`config.mk`:
```
export PLATFORM = sky130hd
export DESIGN_NAME = two_wire_config_slave
export DESIGN_NICKNAME = d
export VERILOG_FILES = /design/src/include/cfg_slave_pkg.sv /design/src/two_wire_config_slave.sv /design/src/pin_sync.sv /design/src/nv_write_timer.sv
export SDC_FILE = /design/constraint.sdc
export NUM_CORES = 1
export LEC_CHECK = 0
export ABC_CLOCK_PERIOD_IN_PS = 5670
export CORE_ASPECT_RATIO = 1.4
export CORE_MARGIN = 2
export CORE_UTILIZATION = 50
export CTS_CLUSTER_DIAMETER = 100
export DETAILED_ROUTE_END_ITERATION = 10
export DONT_BUFFER_PORTS = 1
export GPL_TIMING_DRIVEN = 1
export PLACE_DENSITY = 0.7
export SLEW_MARGIN = 15
export SYNTH_ARGS = -nofsm -noshare
export SYNTH_HDL_FRONTEND = slang
export SYNTH_HIERARCHICAL = 1
export SYNTH_SLANG_ARGS = --single-unit
```
`constraint.sdc`:
```
create_clock -name clk -period 5.67 [get_ports clk]
set_clock_uncertainty 0.15 [all_clocks]
set_input_delay 0.8505 -clock clk [delete_from_list [all_inputs] [get_ports clk]]
set_output_delay 0.8505 -clock clk [all_outputs]
set_load 0.01 [all_outputs]
```
`src/include/cfg_slave_pkg.sv`:
```
// constants, states and register layout of the two-wire configuration slave
// assumes a single 25 MHz system clock and an external two-wire bus master
package cfg_slave_pkg;

    // register memory addresses
    localparam logic [7:0] REG_PRESCALER = 8'h02;
    localparam logic [7:0] REG_FREQ      = 8'h08;
    localparam logic [7:0] REG_BUS_ID    = 8'h0D;
    localparam logic [7:0] CMD_NV_COMMIT = 8'h3F;

    // reset values and read fill
    localparam logic [7:0] PRESCALER_RST = 8'hCD;
    localparam logic [3:0] FREQ_RST      = 4'h0;
    localparam logic [2:0] BUS_ID_RST    = 3'h0;
    localparam logic       DEFER_RST     = 1'b0;
    localparam logic [3:0] UPPER_FILL    = 4'hF;
    localparam logic [7:0] UNMAPPED_READ = 8'hFF;

    // fixed upper bits of the slave address (default address byte B0h)
    localparam logic [3:0] SLAVE_ADDR_HI = 4'hB;

    // field positions in the bus id register
    localparam int DEFER_BIT = 3;
    localparam int BUS_ID_LO = 0;

    // bit counter values: 8 data rises then the ninth (ack) rise
    localparam logic [3:0] CNT_ZERO = 4'h0;
    localparam logic [3:0] CNT_ONE  = 4'h1;
    localparam logic [3:0] CNT_DATA = 4'h8;
    localparam logic [3:0] CNT_ACK  = 4'h9;

    // timing
    localparam int CLK_FREQ_MHZ = 25;

    typedef enum logic [2:0] {
        ST_IDLE,
        ST_DEV_ADDR,
        ST_MEM_ADDR,
        ST_WR_DATA,
        ST_RD_DATA,
        ST_IGNORE
    } state_t;

endpackage

```
`src/two_wire_config_slave.sv`:
```
// two-wire configuration slave: framing, addressing, register file, nv control
// assumes scl and sda pins are asynchronous and pulled up outside; scl is
// only an input since the slave never stretches the clock
`timescale 1ns/1ps
module two_wire_config_slave #(
    parameter int NV_WRITE_TIME_US = 10000
) (
    // clock and reset
    input  wire logic       clk,
    input  wire logic       sys_rst,
    // two-wire bus pins
    input  wire logic       scl_in,
    input  wire logic       sda_in,
    output logic            sda_out,
    output logic            sda_oe,
    // configuration outputs
    output logic [7:0]      prescaler_cfg,
    output logic [3:0]      freq_cfg,
    output logic [2:0]      bus_id,
    output logic            nv_write_defer,
    // nonvolatile store control
    output logic            nv_store,
    output logic            nv_busy
);

    localparam int NV_WRITE_CYCLES = NV_WRITE_TIME_US * cfg_slave_pkg::CLK_FREQ_MHZ;

    // synchronised pins and their delayed copies
    logic [1:0] pins_sync;
    logic       scl_prev;
    logic       sda_prev;

    // protocol state
    cfg_slave_pkg::state_t state;
    cfg_slave_pkg::state_t next_state;
    logic [3:0]            bit_cnt;
    logic [3:0]            next_bit_cnt;
    logic [7:0]            shift;
    logic [7:0]            next_shift;
    logic                  rw;
    logic [7:0]            mem_addr;
    logic                  master_ack;
    logic                  next_drive;
    logic                  pending;

    // pin synchronisers: scl on bit 1, sda on bit 0
    pin_sync #(
        .WIDTH (2)
    ) u_pin_sync (
        .clk      (clk),
        .sys_rst  (sys_rst),
        .pin_in   ({scl_in, sda_in}),
        .pin_sync (pins_sync)
    );

    wire scl_s = pins_sync[1];
    wire sda_s = pins_sync[0];

    // delayed copies for edge detection
    always_ff @(posedge clk) begin
        if (sys_rst) begin
            scl_prev <= 1'b1;
            sda_prev <= 1'b1;
        end else begin
            scl_prev <= scl_s;
            sda_prev <= sda_s;
        end
    end

    // bus events
    wire scl_rise   = scl_s & ~scl_prev;
    wire scl_fall   = ~scl_s & scl_prev;
    wire start_cond = scl_s & scl_prev & sda_prev & ~sda_s;
    wire stop_cond  = scl_s & scl_prev & ~sda_prev & sda_s;
    // data only moves on clock edges, so sda edges with scl high are framing
    wire sample_bit = scl_rise & (bit_cnt < cfg_slave_pkg::CNT_DATA);

    // clock edge phases of a byte
    wire ack_fall  = scl_fall & (bit_cnt == cfg_slave_pkg::CNT_DATA);
    wire end_fall  = scl_fall & (bit_cnt == cfg_slave_pkg::CNT_ACK);
    wire data_fall = scl_fall & (bit_cnt != cfg_slave_pkg::CNT_ZERO)
                   & (bit_cnt < cfg_slave_pkg::CNT_DATA);
    wire ack_rise  = scl_rise & (bit_cnt == cfg_slave_pkg::CNT_DATA);

    // state decodes
    wire in_dev  = (state == cfg_slave_pkg::ST_DEV_ADDR);
    wire in_mem  = (state == cfg_slave_pkg::ST_MEM_ADDR);
    wire in_wr   = (state == cfg_slave_pkg::ST_WR_DATA);
    wire in_rd   = (state == cfg_slave_pkg::ST_RD_DATA);
    wire active  = in_dev | in_mem | in_wr | in_rd;
    wire receive = in_dev | in_mem | in_wr;

    // slave address compare: fixed upper bits, bus id below, busy refuses
    wire [6:0] own_addr   = {cfg_slave_pkg::SLAVE_ADDR_HI, bus_id};
    wire       addr_hit   = (shift[7:1] == own_addr);
    wire       addr_match = addr_hit & ~nv_busy;
    wire       dir_read   = shift[0];

    // acknowledge decision at the end of a received byte
    wire ack_now = in_dev ? addr_match : (in_mem | in_wr);

    // a new read byte starts after an address ack or a master ack
    wire start_read = (in_dev & rw) | (in_rd & master_ack);

    // register write decodes, taken at the end of a data byte
    wire write_byte = ack_fall & in_wr;
    wire hit_pre    = (mem_addr == cfg_slave_pkg::REG_PRESCALER);
    wire hit_freq   = (mem_addr == cfg_slave_pkg::REG_FREQ);
    wire hit_id     = (mem_addr == cfg_slave_pkg::REG_BUS_ID);
    wire wr_pre     = write_byte & hit_pre;
    wire wr_freq    = write_byte & hit_freq;
    wire wr_id      = write_byte & hit_id;

    // commit command is the register address byte itself, with no data
    wire commit_cmd = ack_fall & in_mem & (shift == cfg_slave_pkg::CMD_NV_COMMIT);

    // a write needs nonvolatile storage unless deferred; bus id always does
    wire nv_needed = ((wr_pre | wr_freq) & ~nv_write_defer)
                   | wr_id
                   | commit_cmd;

    // read data selection, unused upper bits read as one
    wire [7:0] reg_bus_id = {cfg_slave_pkg::UPPER_FILL, nv_write_defer, bus_id};
    wire [7:0] reg_freq   = {cfg_slave_pkg::UPPER_FILL, freq_cfg};
    wire [7:0] read_byte  = hit_pre  ? prescaler_cfg :
                            hit_freq ? reg_freq      :
                            hit_id   ? reg_bus_id    :
                            cfg_slave_pkg::UNMAPPED_READ;

    // next state of the transfer
    always_comb begin
        next_state = state;
        if (start_cond) begin
            next_state = cfg_slave_pkg::ST_DEV_ADDR;
        end else if (stop_cond) begin
            next_state = cfg_slave_pkg::ST_IDLE;
        end else begin
            case (state)
                cfg_slave_pkg::ST_DEV_ADDR: begin
                    if (ack_fall & ~addr_match) begin
                        next_state = cfg_slave_pkg::ST_IGNORE;
                    end else if (end_fall) begin
                        next_state = rw ? cfg_slave_pkg::ST_RD_DATA
                                        : cfg_slave_pkg::ST_MEM_ADDR;
                    end
                end
                cfg_slave_pkg::ST_MEM_ADDR: begin
                    if (end_fall) begin
                        next_state = cfg_slave_pkg::ST_WR_DATA;
                    end
                end
                cfg_slave_pkg::ST_RD_DATA: begin
                    if (end_fall & ~master_ack) begin
                        next_state = cfg_slave_pkg::ST_IGNORE;
                    end
                end
                cfg_slave_pkg::ST_WR_DATA,
                cfg_slave_pkg::ST_IDLE,
                cfg_slave_pkg::ST_IGNORE: begin
                    next_state = state;
                end
                default: begin
                    next_state = cfg_slave_pkg::ST_IDLE;
                end
            endcase
        end
    end

    always_ff @(posedge clk) begin
        if (sys_rst) begin
            state <= cfg_slave_pkg::ST_IDLE;
        end else begin
            state <= next_state;
        end
    end

    // bit counter: counts rising edges, wraps at the end of the ack bit
    always_comb begin
        next_bit_cnt = bit_cnt;
        if (start_cond | stop_cond) begin
            next_bit_cnt = cfg_slave_pkg::CNT_ZERO;
        end else if (end_fall) begin
            next_bit_cnt = cfg_slave_pkg::CNT_ZERO;
        end else if (scl_rise & active) begin
            next_bit_cnt = bit_cnt + cfg_slave_pkg::CNT_ONE;
        end
    end

    always_ff @(posedge clk) begin
        if (sys_rst) begin
            bit_cnt <= cfg_slave_pkg::CNT_ZERO;
        end else begin
            bit_cnt <= next_bit_cnt;
        end
    end

    // shift register: msb first in both directions
    always_comb begin
        next_shift = shift;
        if (receive & sample_bit) begin
            next_shift = {shift[6:0], sda_s};
        end else if (end_fall & start_read) begin
            next_shift = read_byte;
        end else if (in_rd & data_fall) begin
            next_shift = {shift[6:0], 1'b1};
        end
    end

    always_ff @(posedge clk) begin
        if (sys_rst) begin
            shift <= 8'h00;
        end else begin
            shift <= next_shift;
        end
    end

    // direction bit and register address capture
    always_ff @(posedge clk) begin
        if (sys_rst) begin
            rw       <= 1'b0;
            mem_addr <= 8'h00;
        end else begin
            if (ack_fall & in_dev) begin
                rw <= dir_read;
            end
            if (ack_fall & in_mem) begin
                mem_addr <= shift;
            end
        end
    end

    // master acknowledge sampled on the ninth rise of a read byte
    always_ff @(posedge clk) begin
        if (sys_rst) begin
            master_ack <= 1'b0;
        end else if (ack_rise & in_rd) begin
            master_ack <= ~sda_s;
        end
    end

    // sda drive: ack low on the ninth bit, data bits launched on falls
    always_comb begin
        next_drive = sda_oe;
        if (start_cond | stop_cond) begin
            next_drive = 1'b0;
        end else if (ack_fall) begin
            next_drive = receive & ack_now;
        end else if (end_fall) begin
            next_drive = start_read & ~read_byte[7];
        end else if (in_rd & data_fall) begin
            next_drive = ~shift[6];
        end else if (~active) begin
            next_drive = 1'b0;
        end
    end

    // open drain: the pin is only ever pulled low or released
    always_ff @(posedge clk) begin
        if (sys_rst) begin
            sda_oe  <= 1'b0;
            sda_out <= 1'b0;
        end else begin
            sda_oe  <= next_drive;
            sda_out <= 1'b0;
        end
    end

    // configuration registers
    always_ff @(posedge clk) begin
        if (sys_rst) begin
            prescaler_cfg <= cfg_slave_pkg::PRESCALER_RST;
        end else if (wr_pre) begin
            prescaler_cfg <= shift;
        end
    end

    always_ff @(posedge clk) begin
        if (sys_rst) begin
            freq_cfg <= cfg_slave_pkg::FREQ_RST;
        end else if (wr_freq) begin
            freq_cfg <= shift[3:0];
        end
    end

    always_ff @(posedge clk) begin
        if (sys_rst) begin
            bus_id         <= cfg_slave_pkg::BUS_ID_RST;
            nv_write_defer <= cfg_slave_pkg::DEFER_RST;
        end else if (wr_id) begin
            bus_id         <= shift[cfg_slave_pkg::BUS_ID_LO +: 3];
            nv_write_defer <= shift[cfg_slave_pkg::DEFER_BIT];
        end
    end

    // pending store: set by storing writes and the commit command, cleared when the stop launches it
    always_ff @(posedge clk) begin
        if (sys_rst) begin
            pending <= 1'b0;
        end else if (nv_needed) begin
            pending <= 1'b1;
        end else if (stop_cond) begin
            pending <= 1'b0;
        end
    end

    // the stop after a storing write starts the nonvolatile write
    always_ff @(posedge clk) begin
        if (sys_rst) begin
            nv_store <= 1'b0;
        end else begin
            nv_store <= stop_cond & pending;
        end
    end

    // busy window in which the own address is not acknowledged
    nv_write_timer #(
        .CYCLES (NV_WRITE_CYCLES)
    ) u_nv_timer (
        .clk     (clk),
        .sys_rst (sys_rst),
        .start   (nv_store),
        .busy    (nv_busy)
    );

endmodule

```
`src/pin_sync.sv`:
```
// two-flop synchronisers for the bus pins
// assumes asynchronous pin levels and a single system clock
`timescale 1ns/1ps
module pin_sync #(
    parameter int WIDTH = 2
) (
    // clock and reset
    input  wire logic             clk,
    input  wire logic             sys_rst,
    // pins and synchronised levels
    input  wire logic [WIDTH-1:0] pin_in,
    output logic      [WIDTH-1:0] pin_sync
);

    logic [WIDTH-1:0] meta;

    // one two-flop chain per pin, reset to the idle high level
    for (genvar i = 0; i < WIDTH; i++) begin : g_sync
        always_ff @(posedge clk) begin
            if (sys_rst) begin
                meta[i]     <= 1'b1;
                pin_sync[i] <= 1'b1;
            end else begin
                meta[i]     <= pin_in[i];
                pin_sync[i] <= meta[i];
            end
        end
    end

endmodule

```
`src/nv_write_timer.sv`:
```
// busy timer covering one nonvolatile write cycle
// assumes start is a one-cycle pulse from the same clock domain
`timescale 1ns/1ps
module nv_write_timer #(
    parameter int CYCLES = 250000
) (
    // clock and reset
    input  wire logic clk,
    input  wire logic sys_rst,
    // control and status
    input  wire logic start,
    output logic      busy
);

    logic [31:0] remain;
    wire         last = (remain == 32'h0000_0001);

    // load on start, count down while busy
    always_ff @(posedge clk) begin
        if (sys_rst) begin
            remain <= 32'h0000_0000;
        end else if (start) begin
            remain <= 32'(CYCLES);
        end else if (busy) begin
            remain <= remain - 32'h0000_0001;
        end
    end

    // busy flag drops after the last counted cycle
    always_ff @(posedge clk) begin
        if (sys_rst) begin
            busy <= 1'b0;
        end else if (start) begin
            busy <= 1'b1;
        end else if (last) begin
            busy <= 1'b0;
        end
    end

endmodule

```
== Word-level counts from Yosys, hierarchy flattened ==
Cells that the tools add are included.

* Output and inout port bits: 20
* Bits of input ports: 4
* Register bits: 83
* Logic and storage cells: 139

* Eq/ne operators: 21
* Add/sub/neg operators: 2
* Magnitude comparators: 1
* Bitwise operators: 54
* Reductions and logical operators: 13
* Multiplexer cells: 25

{| class="wikitable"
|+ Operator list
! cell !! count
|-
| $mux 18 || 2
|-
| $and 1x1->1 || 34
|-
| $eq 32x1->1 const B || 1
|-
| $mux 8 || 4
|-
| $sub 32x1->32 const B || 1
|-
| $eq 8x4->1 const B || 2
|-
| $mux 3 || 5
|-
| $pmux 3 s4 || 1
|-
| $mux 1 || 11
|-
| $not 1->1 || 11
|-
| $or 1x1->1 || 9
|-
| $reduce_or 3->1 || 3
|-
| $eq 4x4->1 const B || 2
|-
| $eq 8x2->1 const B || 1
|-
| $eq 8x6->1 const B || 1
|-
| $mux 4 || 2
|-
| $ne 4x3->1 const B || 2
|-
| $reduce_and 4->1 || 2
|-
| $eq 7x7->1 || 1
|-
| $eq 3x2->1 const B || 2
|-
| $eq 3x3->1 const B || 2
|-
| $reduce_bool 2->1 || 3
|-
| $ne 5x4->1 const B || 1
|-
| $add 4x1->4 const B || 1
|-
| other kinds (11) || 12
|}

== Longest topological paths before layout ==
* Depth in word-level cells: 10
* Mapped depth: 8
* Depth with buffers taken out: 7

== Modules after synthesis ==
Netlist, hierarchy kept.

{| class="wikitable"
|+ Modules (own cells, without submodules)
! module !! cells an instance !! area each (um^2) !! seq. area each (um^2) !! times used
|-
| two_wire_config_slave || 265 || 2,316.0 || 920.9 || 1
|-
| nv_write_timer || 187 || 1,669.1 || 660.6 || 1
|-
| pin_sync || 8 || 105.1 || 80.1 || 1
|}

== Least setup slack after synthesis ==
OpenSTA, ideal clock, no wires.

* Path kind: register -> register
* From: reg u_nv_timer.remain[14]
* To: reg u_nv_timer.remain[23]
* Period minus slack after synthesis: 2.325 ns
* Setup slack: 3.345 ns
* Setup time: 0.070 ns
* Required time: 5.450 ns
* Data arrival time: 2.104 ns
* Cell stages (with the launch flop): 8
* Path buffers: 3
* Path through: dfxtp_1 > buf_6 > or4_4 > buf_6 > or4_4 > buf_6 > or4_1 > a21oi_1

* Longest elaborated chain between the ends: 1

{| class="wikitable"
|+ RTL lines
! item !! line !! text
|-
| from (decl) || nv_write_timer.sv:15 || <nowiki>logic [31:0] remain;</nowiki>
|-
| from (signal assigned) || nv_write_timer.sv:23 || <nowiki>remain <= 32'(CYCLES);</nowiki>
|-
| from (signal assigned) || nv_write_timer.sv:25 || <nowiki>remain <= remain - 32'h0000_0001;</nowiki>
|-
| $sub 32x1->32 || nv_write_timer.sv:25 ||
|}

No other way between the ends.
A chain may end at the register's enable or synchronous reset.

== Final worst setup path ==
* From: reg u_nv_timer.remain[0]
* To: reg u_nv_timer.remain[22]

Same word-level chain as after synthesis.

==> results.rst <==
.. list-table::
   :header-rows: 1

   * - Metric
     - Value
   * - Class of the tightest hold or removal check
     - flip-flop to flip-flop
   * - Worst slew margin relative to its limit
     - roughly 36%
   * - Internal portion of total power
     - 0.00102 W
   * - Last element of the critical path
     - u_nv_timer/remain[22]
   * - Global-route usage over all layers
     - between 20% and 30%
   * - Unrepaired setup endpoints after global routing
     - false
   * - Top-level port count
     - 24
   * - Least-Margin Pin Slew
     - 0.940 ns
   * - CP top delay family
     - simple AND/OR/NAND/NOR gates
   * - Critical Path Sink Type
     - flip-flop
   * - Delay contributed by the slowest stage of the critical path
     - 0.84 ns
   * - Worst Setup SP
     - u_nv_timer/remain[0]
   * - Post-synthesis sequential area ratio
     - between 40% and 50%
   * - Number of diodes
     - 0
   * - Number of distinct library cells after synthesis
     - 64
   * - Startpoint types
     - flip-flop
   * - Peak clock frequency supported by timing
     - 0.296 GHz
   * - Number of cell instances on the worst register-to-register path
     - 6
   * - Post-route insts no fill
     - 551
   * - Clock-pin slew on the worst setup and hold paths
     - 0.06 ns
   * - Initial Utilization
     - around 51%
   * - Total routed wirelength
     - approximately 9400 µm
   * - Inserted Clock Buffers
     - 9
   * - 1st-pass router iterations
     - 4
   * - Cell area power density
     - 287 mW/mm²
   * - Source of the worst register-to-register timing path
     - u_nv_timer/remain[0]
   * - Post-CTS setup buffer count
     - 0
   * - Final-report max-slew violation count
     - 0
   * - Cts-stage hold buffer count
     - 0
   * - Yosys reg bits
     - slightly above 80
   * - Clk Tree Root Cell
     - sky130_fd_sc_hd__clkbuf_16
   * - Register-to-register setup slack
     - around 2.3 ns
   * - Mapped Cells
     - between 400 and 500
   * - Synthesized area divided by synthesized cell count
     - 8.89 µm²
   * - Maximum number of pins on one net before global-route repair
     - 44
   * - Standard cell with the maximum stage delay on the critical path
     - sky130_fd_sc_hd__or4_2
   * - Sum of buffers and inverters on the critical path
     - 1
   * - Logic depth of the worst setup path including buffers
     - 6
   * - Most instantiated flip-flop cell in the synthesis netlist
     - sky130_fd_sc_hd__dfxtp_1
   * - Via count of the first global-routing pass
     - 3356
   * - Count of nets left with antenna violations after detail routing
     - 0
   * - Startpoint-to-endpoint class of the critical path
     - flip-flop to flip-flop
   * - Area fraction of the dominant cell type after synthesis
     - 40.6%
   * - CP Cell Sequence
     - inv_1, ha_1, nor4bb_1, nand4_1, or4_2, a21oi_1
   * - Max Cap Violations
     - 0
   * - Placed Cells
     - 535
   * - Final-report setup violation count
     - 0
   * - Number of antenna violations at the first check in global routing
     - 0
   * - FP Rows
     - 39
   * - Power share of the clock group
     - 52.2%
   * - Dominant cell by count in the synthesized netlist
     - sky130_fd_sc_hd__dfxtp_1
   * - Number of buffers inserted by port buffering
     - 0
   * - Most area-hungry cell type in the Yosys netlist
     - sky130_fd_sc_hd__dfxtp_1
   * - Standard cell core area
     - 0.00805 mm²
   * - CP required
     - 5.79 ns
   * - TritonCTS clock tree
     - done
   * - Clock latency reported for the late side of the worst-skew pair
     - 0.34 ns
   * - Remaining design rule violation count
     - 0
   * - Data arrival, critical path
     - 3.49 ns
   * - Peak supply drop
     - 0.203 mV
   * - Wire length of the first global-routing pass
     - ~16000 µm
   * - RR Endpoint
     - u_nv_timer/remain[22]
   * - Portion of the clock cycle consumed by the worst path in the final layout
     - 59.5%
   * - Commonest cells in the synthesized netlist
     - 83 x sky130_fd_sc_hd__dfxtp_1, 51 x sky130_fd_sc_hd__nor2_1, 32 x sky130_fd_sc_hd__a21oi_1
   * - Via Count
     - between 3000 and 4000
   * - GP Congestion
     - 0.871
   * - EDFF count, synth
     - 0
   * - H-tree level count
     - 3
   * - Width of the die
     - between 80 and 90 µm
   * - Post-Route Setup TNS
     - 0 ns
   * - Worst-path maximum fanout
     - 14
   * - Number of gates resized after CTS
     - 0
   * - Maximum clock path buffer count
     - 2
   * - Placed wire-length estimate after detailed placement
     - 6440 µm
   * - Die outline area
     - 0.00893 mm²
   * - Seq pwr share
     - 46.5%
   * - Result of the run
     - finished clean
   * - Switching share of total power
     - 19.2%
   * - Share of layout cells above drive strength 1
     - between 7 and 8%
   * - Clock Sinks
     - slightly above 80
   * - Net switching power figure
     - 0.000243 W
   * - Routed wire per std cell
     - about 17 µm
   * - Post-synth ARST share
     - 0%
   * - Number of DRC violations after detailed-routing iteration 0
     - about 140
   * - Clock period minus final worst setup slack
     - 3.37 ns
   * - Detailed-route vias per instance
     - 6.12
   * - Number of warnings issued by yosys
     - 6
   * - Syn Std Cell Area
     - 0.00409 mm²
   * - Top cells by area, synth
     - sky130_fd_sc_hd__dfxtp_1 41%, sky130_fd_sc_hd__mux2i_1 6.9%, sky130_fd_sc_hd__nor2_1 4.7%
   * - Number of nets at the end of the flow
     - 453
   * - Die Height
     - 111 µm
   * - Area growth from synthesis to layout
     - 7.80%
   * - Net count after synthesis
     - 469
   * - Logic pwr share
     - 1.3%
   * - Static Leak
     - 1.65 nW
   * - Final hold violation count
     - 0
   * - Overflow left after global routing
     - 0
-- layer usage --
metal	wire length [µm]	GRT usage, %	up-vias	part of all wire, %
li1	-	-	1649	-
met5	0	0	-	0
met2	4910	39.8	87	52
met3	433	5.05	25	4.6
met1	3770	24.6	1609	40
met4	274	12.5	0	2.9
-- worst min-delay path by stage --
stage / depth (start not counted) / start / endpoint / slack (ns)
final: 1 / u_pin_sync/meta[0] / u_pin_sync/pin_sync[0] / 0.25
after global routing: 1 / u_pin_sync/meta[0] / u_pin_sync/pin_sync[0] / 0.27
after CTS: 1 / u_pin_sync/meta[0] / u_pin_sync/pin_sync[0] / 0.26
after detailed placement: 1 / u_pin_sync/meta[1] / u_pin_sync/pin_sync[1] / 0.24
after global placement: 1 / u_pin_sync/meta[0] / u_pin_sync/pin_sync[0] / 0.24
after floorplan: 1 / u_pin_sync/meta[1] / u_pin_sync/pin_sync[1] / 0.23
-- cell type report --
class | count | area [µm²]
clock buffer | 12 | 236
inverter | 9 | 33.8
tap | 102 | 128
fill | 748 | 3640
clock inverter | 4 | 98.8
multi-input combinational | 341 | 2250
sequential | 83 | 1660
-- power by group through the flow --
stage	registers, W	logic, W	clock network [W]
floorplan	0.000600	0.0000188	0
CTS	0.000589	0.0000166	0.000673
finish	0.000589	0.0000166	0.000660
global placement	0.000602	0.0000164	0
global route	0.000589	0.0000184	0.000702
detailed placement	0.000602	0.0000165	0
-- state kept, by name, indices dropped and copies added, names as in the netlist, 3 cells and up --
| signal | cells |
|---|---|
| u_nv_timer/remain | 32 |
| mem_addr | 8 |
| prescaler_cfg | 8 |
| shift | 8 |
| bit_cnt | 4 |
| freq_cfg | 4 |
| bus_id | 3 |
| state | 3 |
-- cells by family after synthesis --
kind of cell | after synthesis | synth area share, %
simple gates | 190 | 26.5
compound gates | 94 | 15.1
flops | 83 | 40.6
buf+inv | 36 | 4.34
mux | 29 | 7.13
xor+xnor | 22 | 4.71
fa+ha+maj | 5 | 1.53
other cells | 1 | 0.0917
-- per-stage QoR --
stage | total power (W) | setup slack [ns] | cell area, µm² | utilization [%] | hold WS (ns)
CTS | 0.00128 | 2.33 | 4410 | 54.8 | 0.258
floorplan | 0.000619 | 3.35 | 4090 | - | 0.233
finish | 0.00127 | 2.30 | 4410 | 54.8 | 0.255
global route | 0.00131 | 1.94 | 4410 | 54.8 | 0.272
global placement | 0.000618 | 2.48 | 4070 | 50.6 | 0.241
detailed placement | 0.000618 | 2.32 | 4070 | 50.6 | 0.242
-- placed cells by master (no fill, tap or decap), drive strengths merged, types with 6 or more instances in the layout --
cell type  netlist  layout
or2             10      10
o31ai            6       6
nand2b          10      10
dfxtp           83      83
inv              9       9
nor3            13      13
a211oi           6       6
o41ai            9       9
nor2            53      53
clkbuf          16      12
nand3            9       9
a21oi           32      32
or4             16      16
nand2           26      26
o21ai           17      17
nor4            11      11
or3             10      10
mux2i           28      28
nand4            7       7
xor2            17      17
Power figures use the tool's default switching activity.
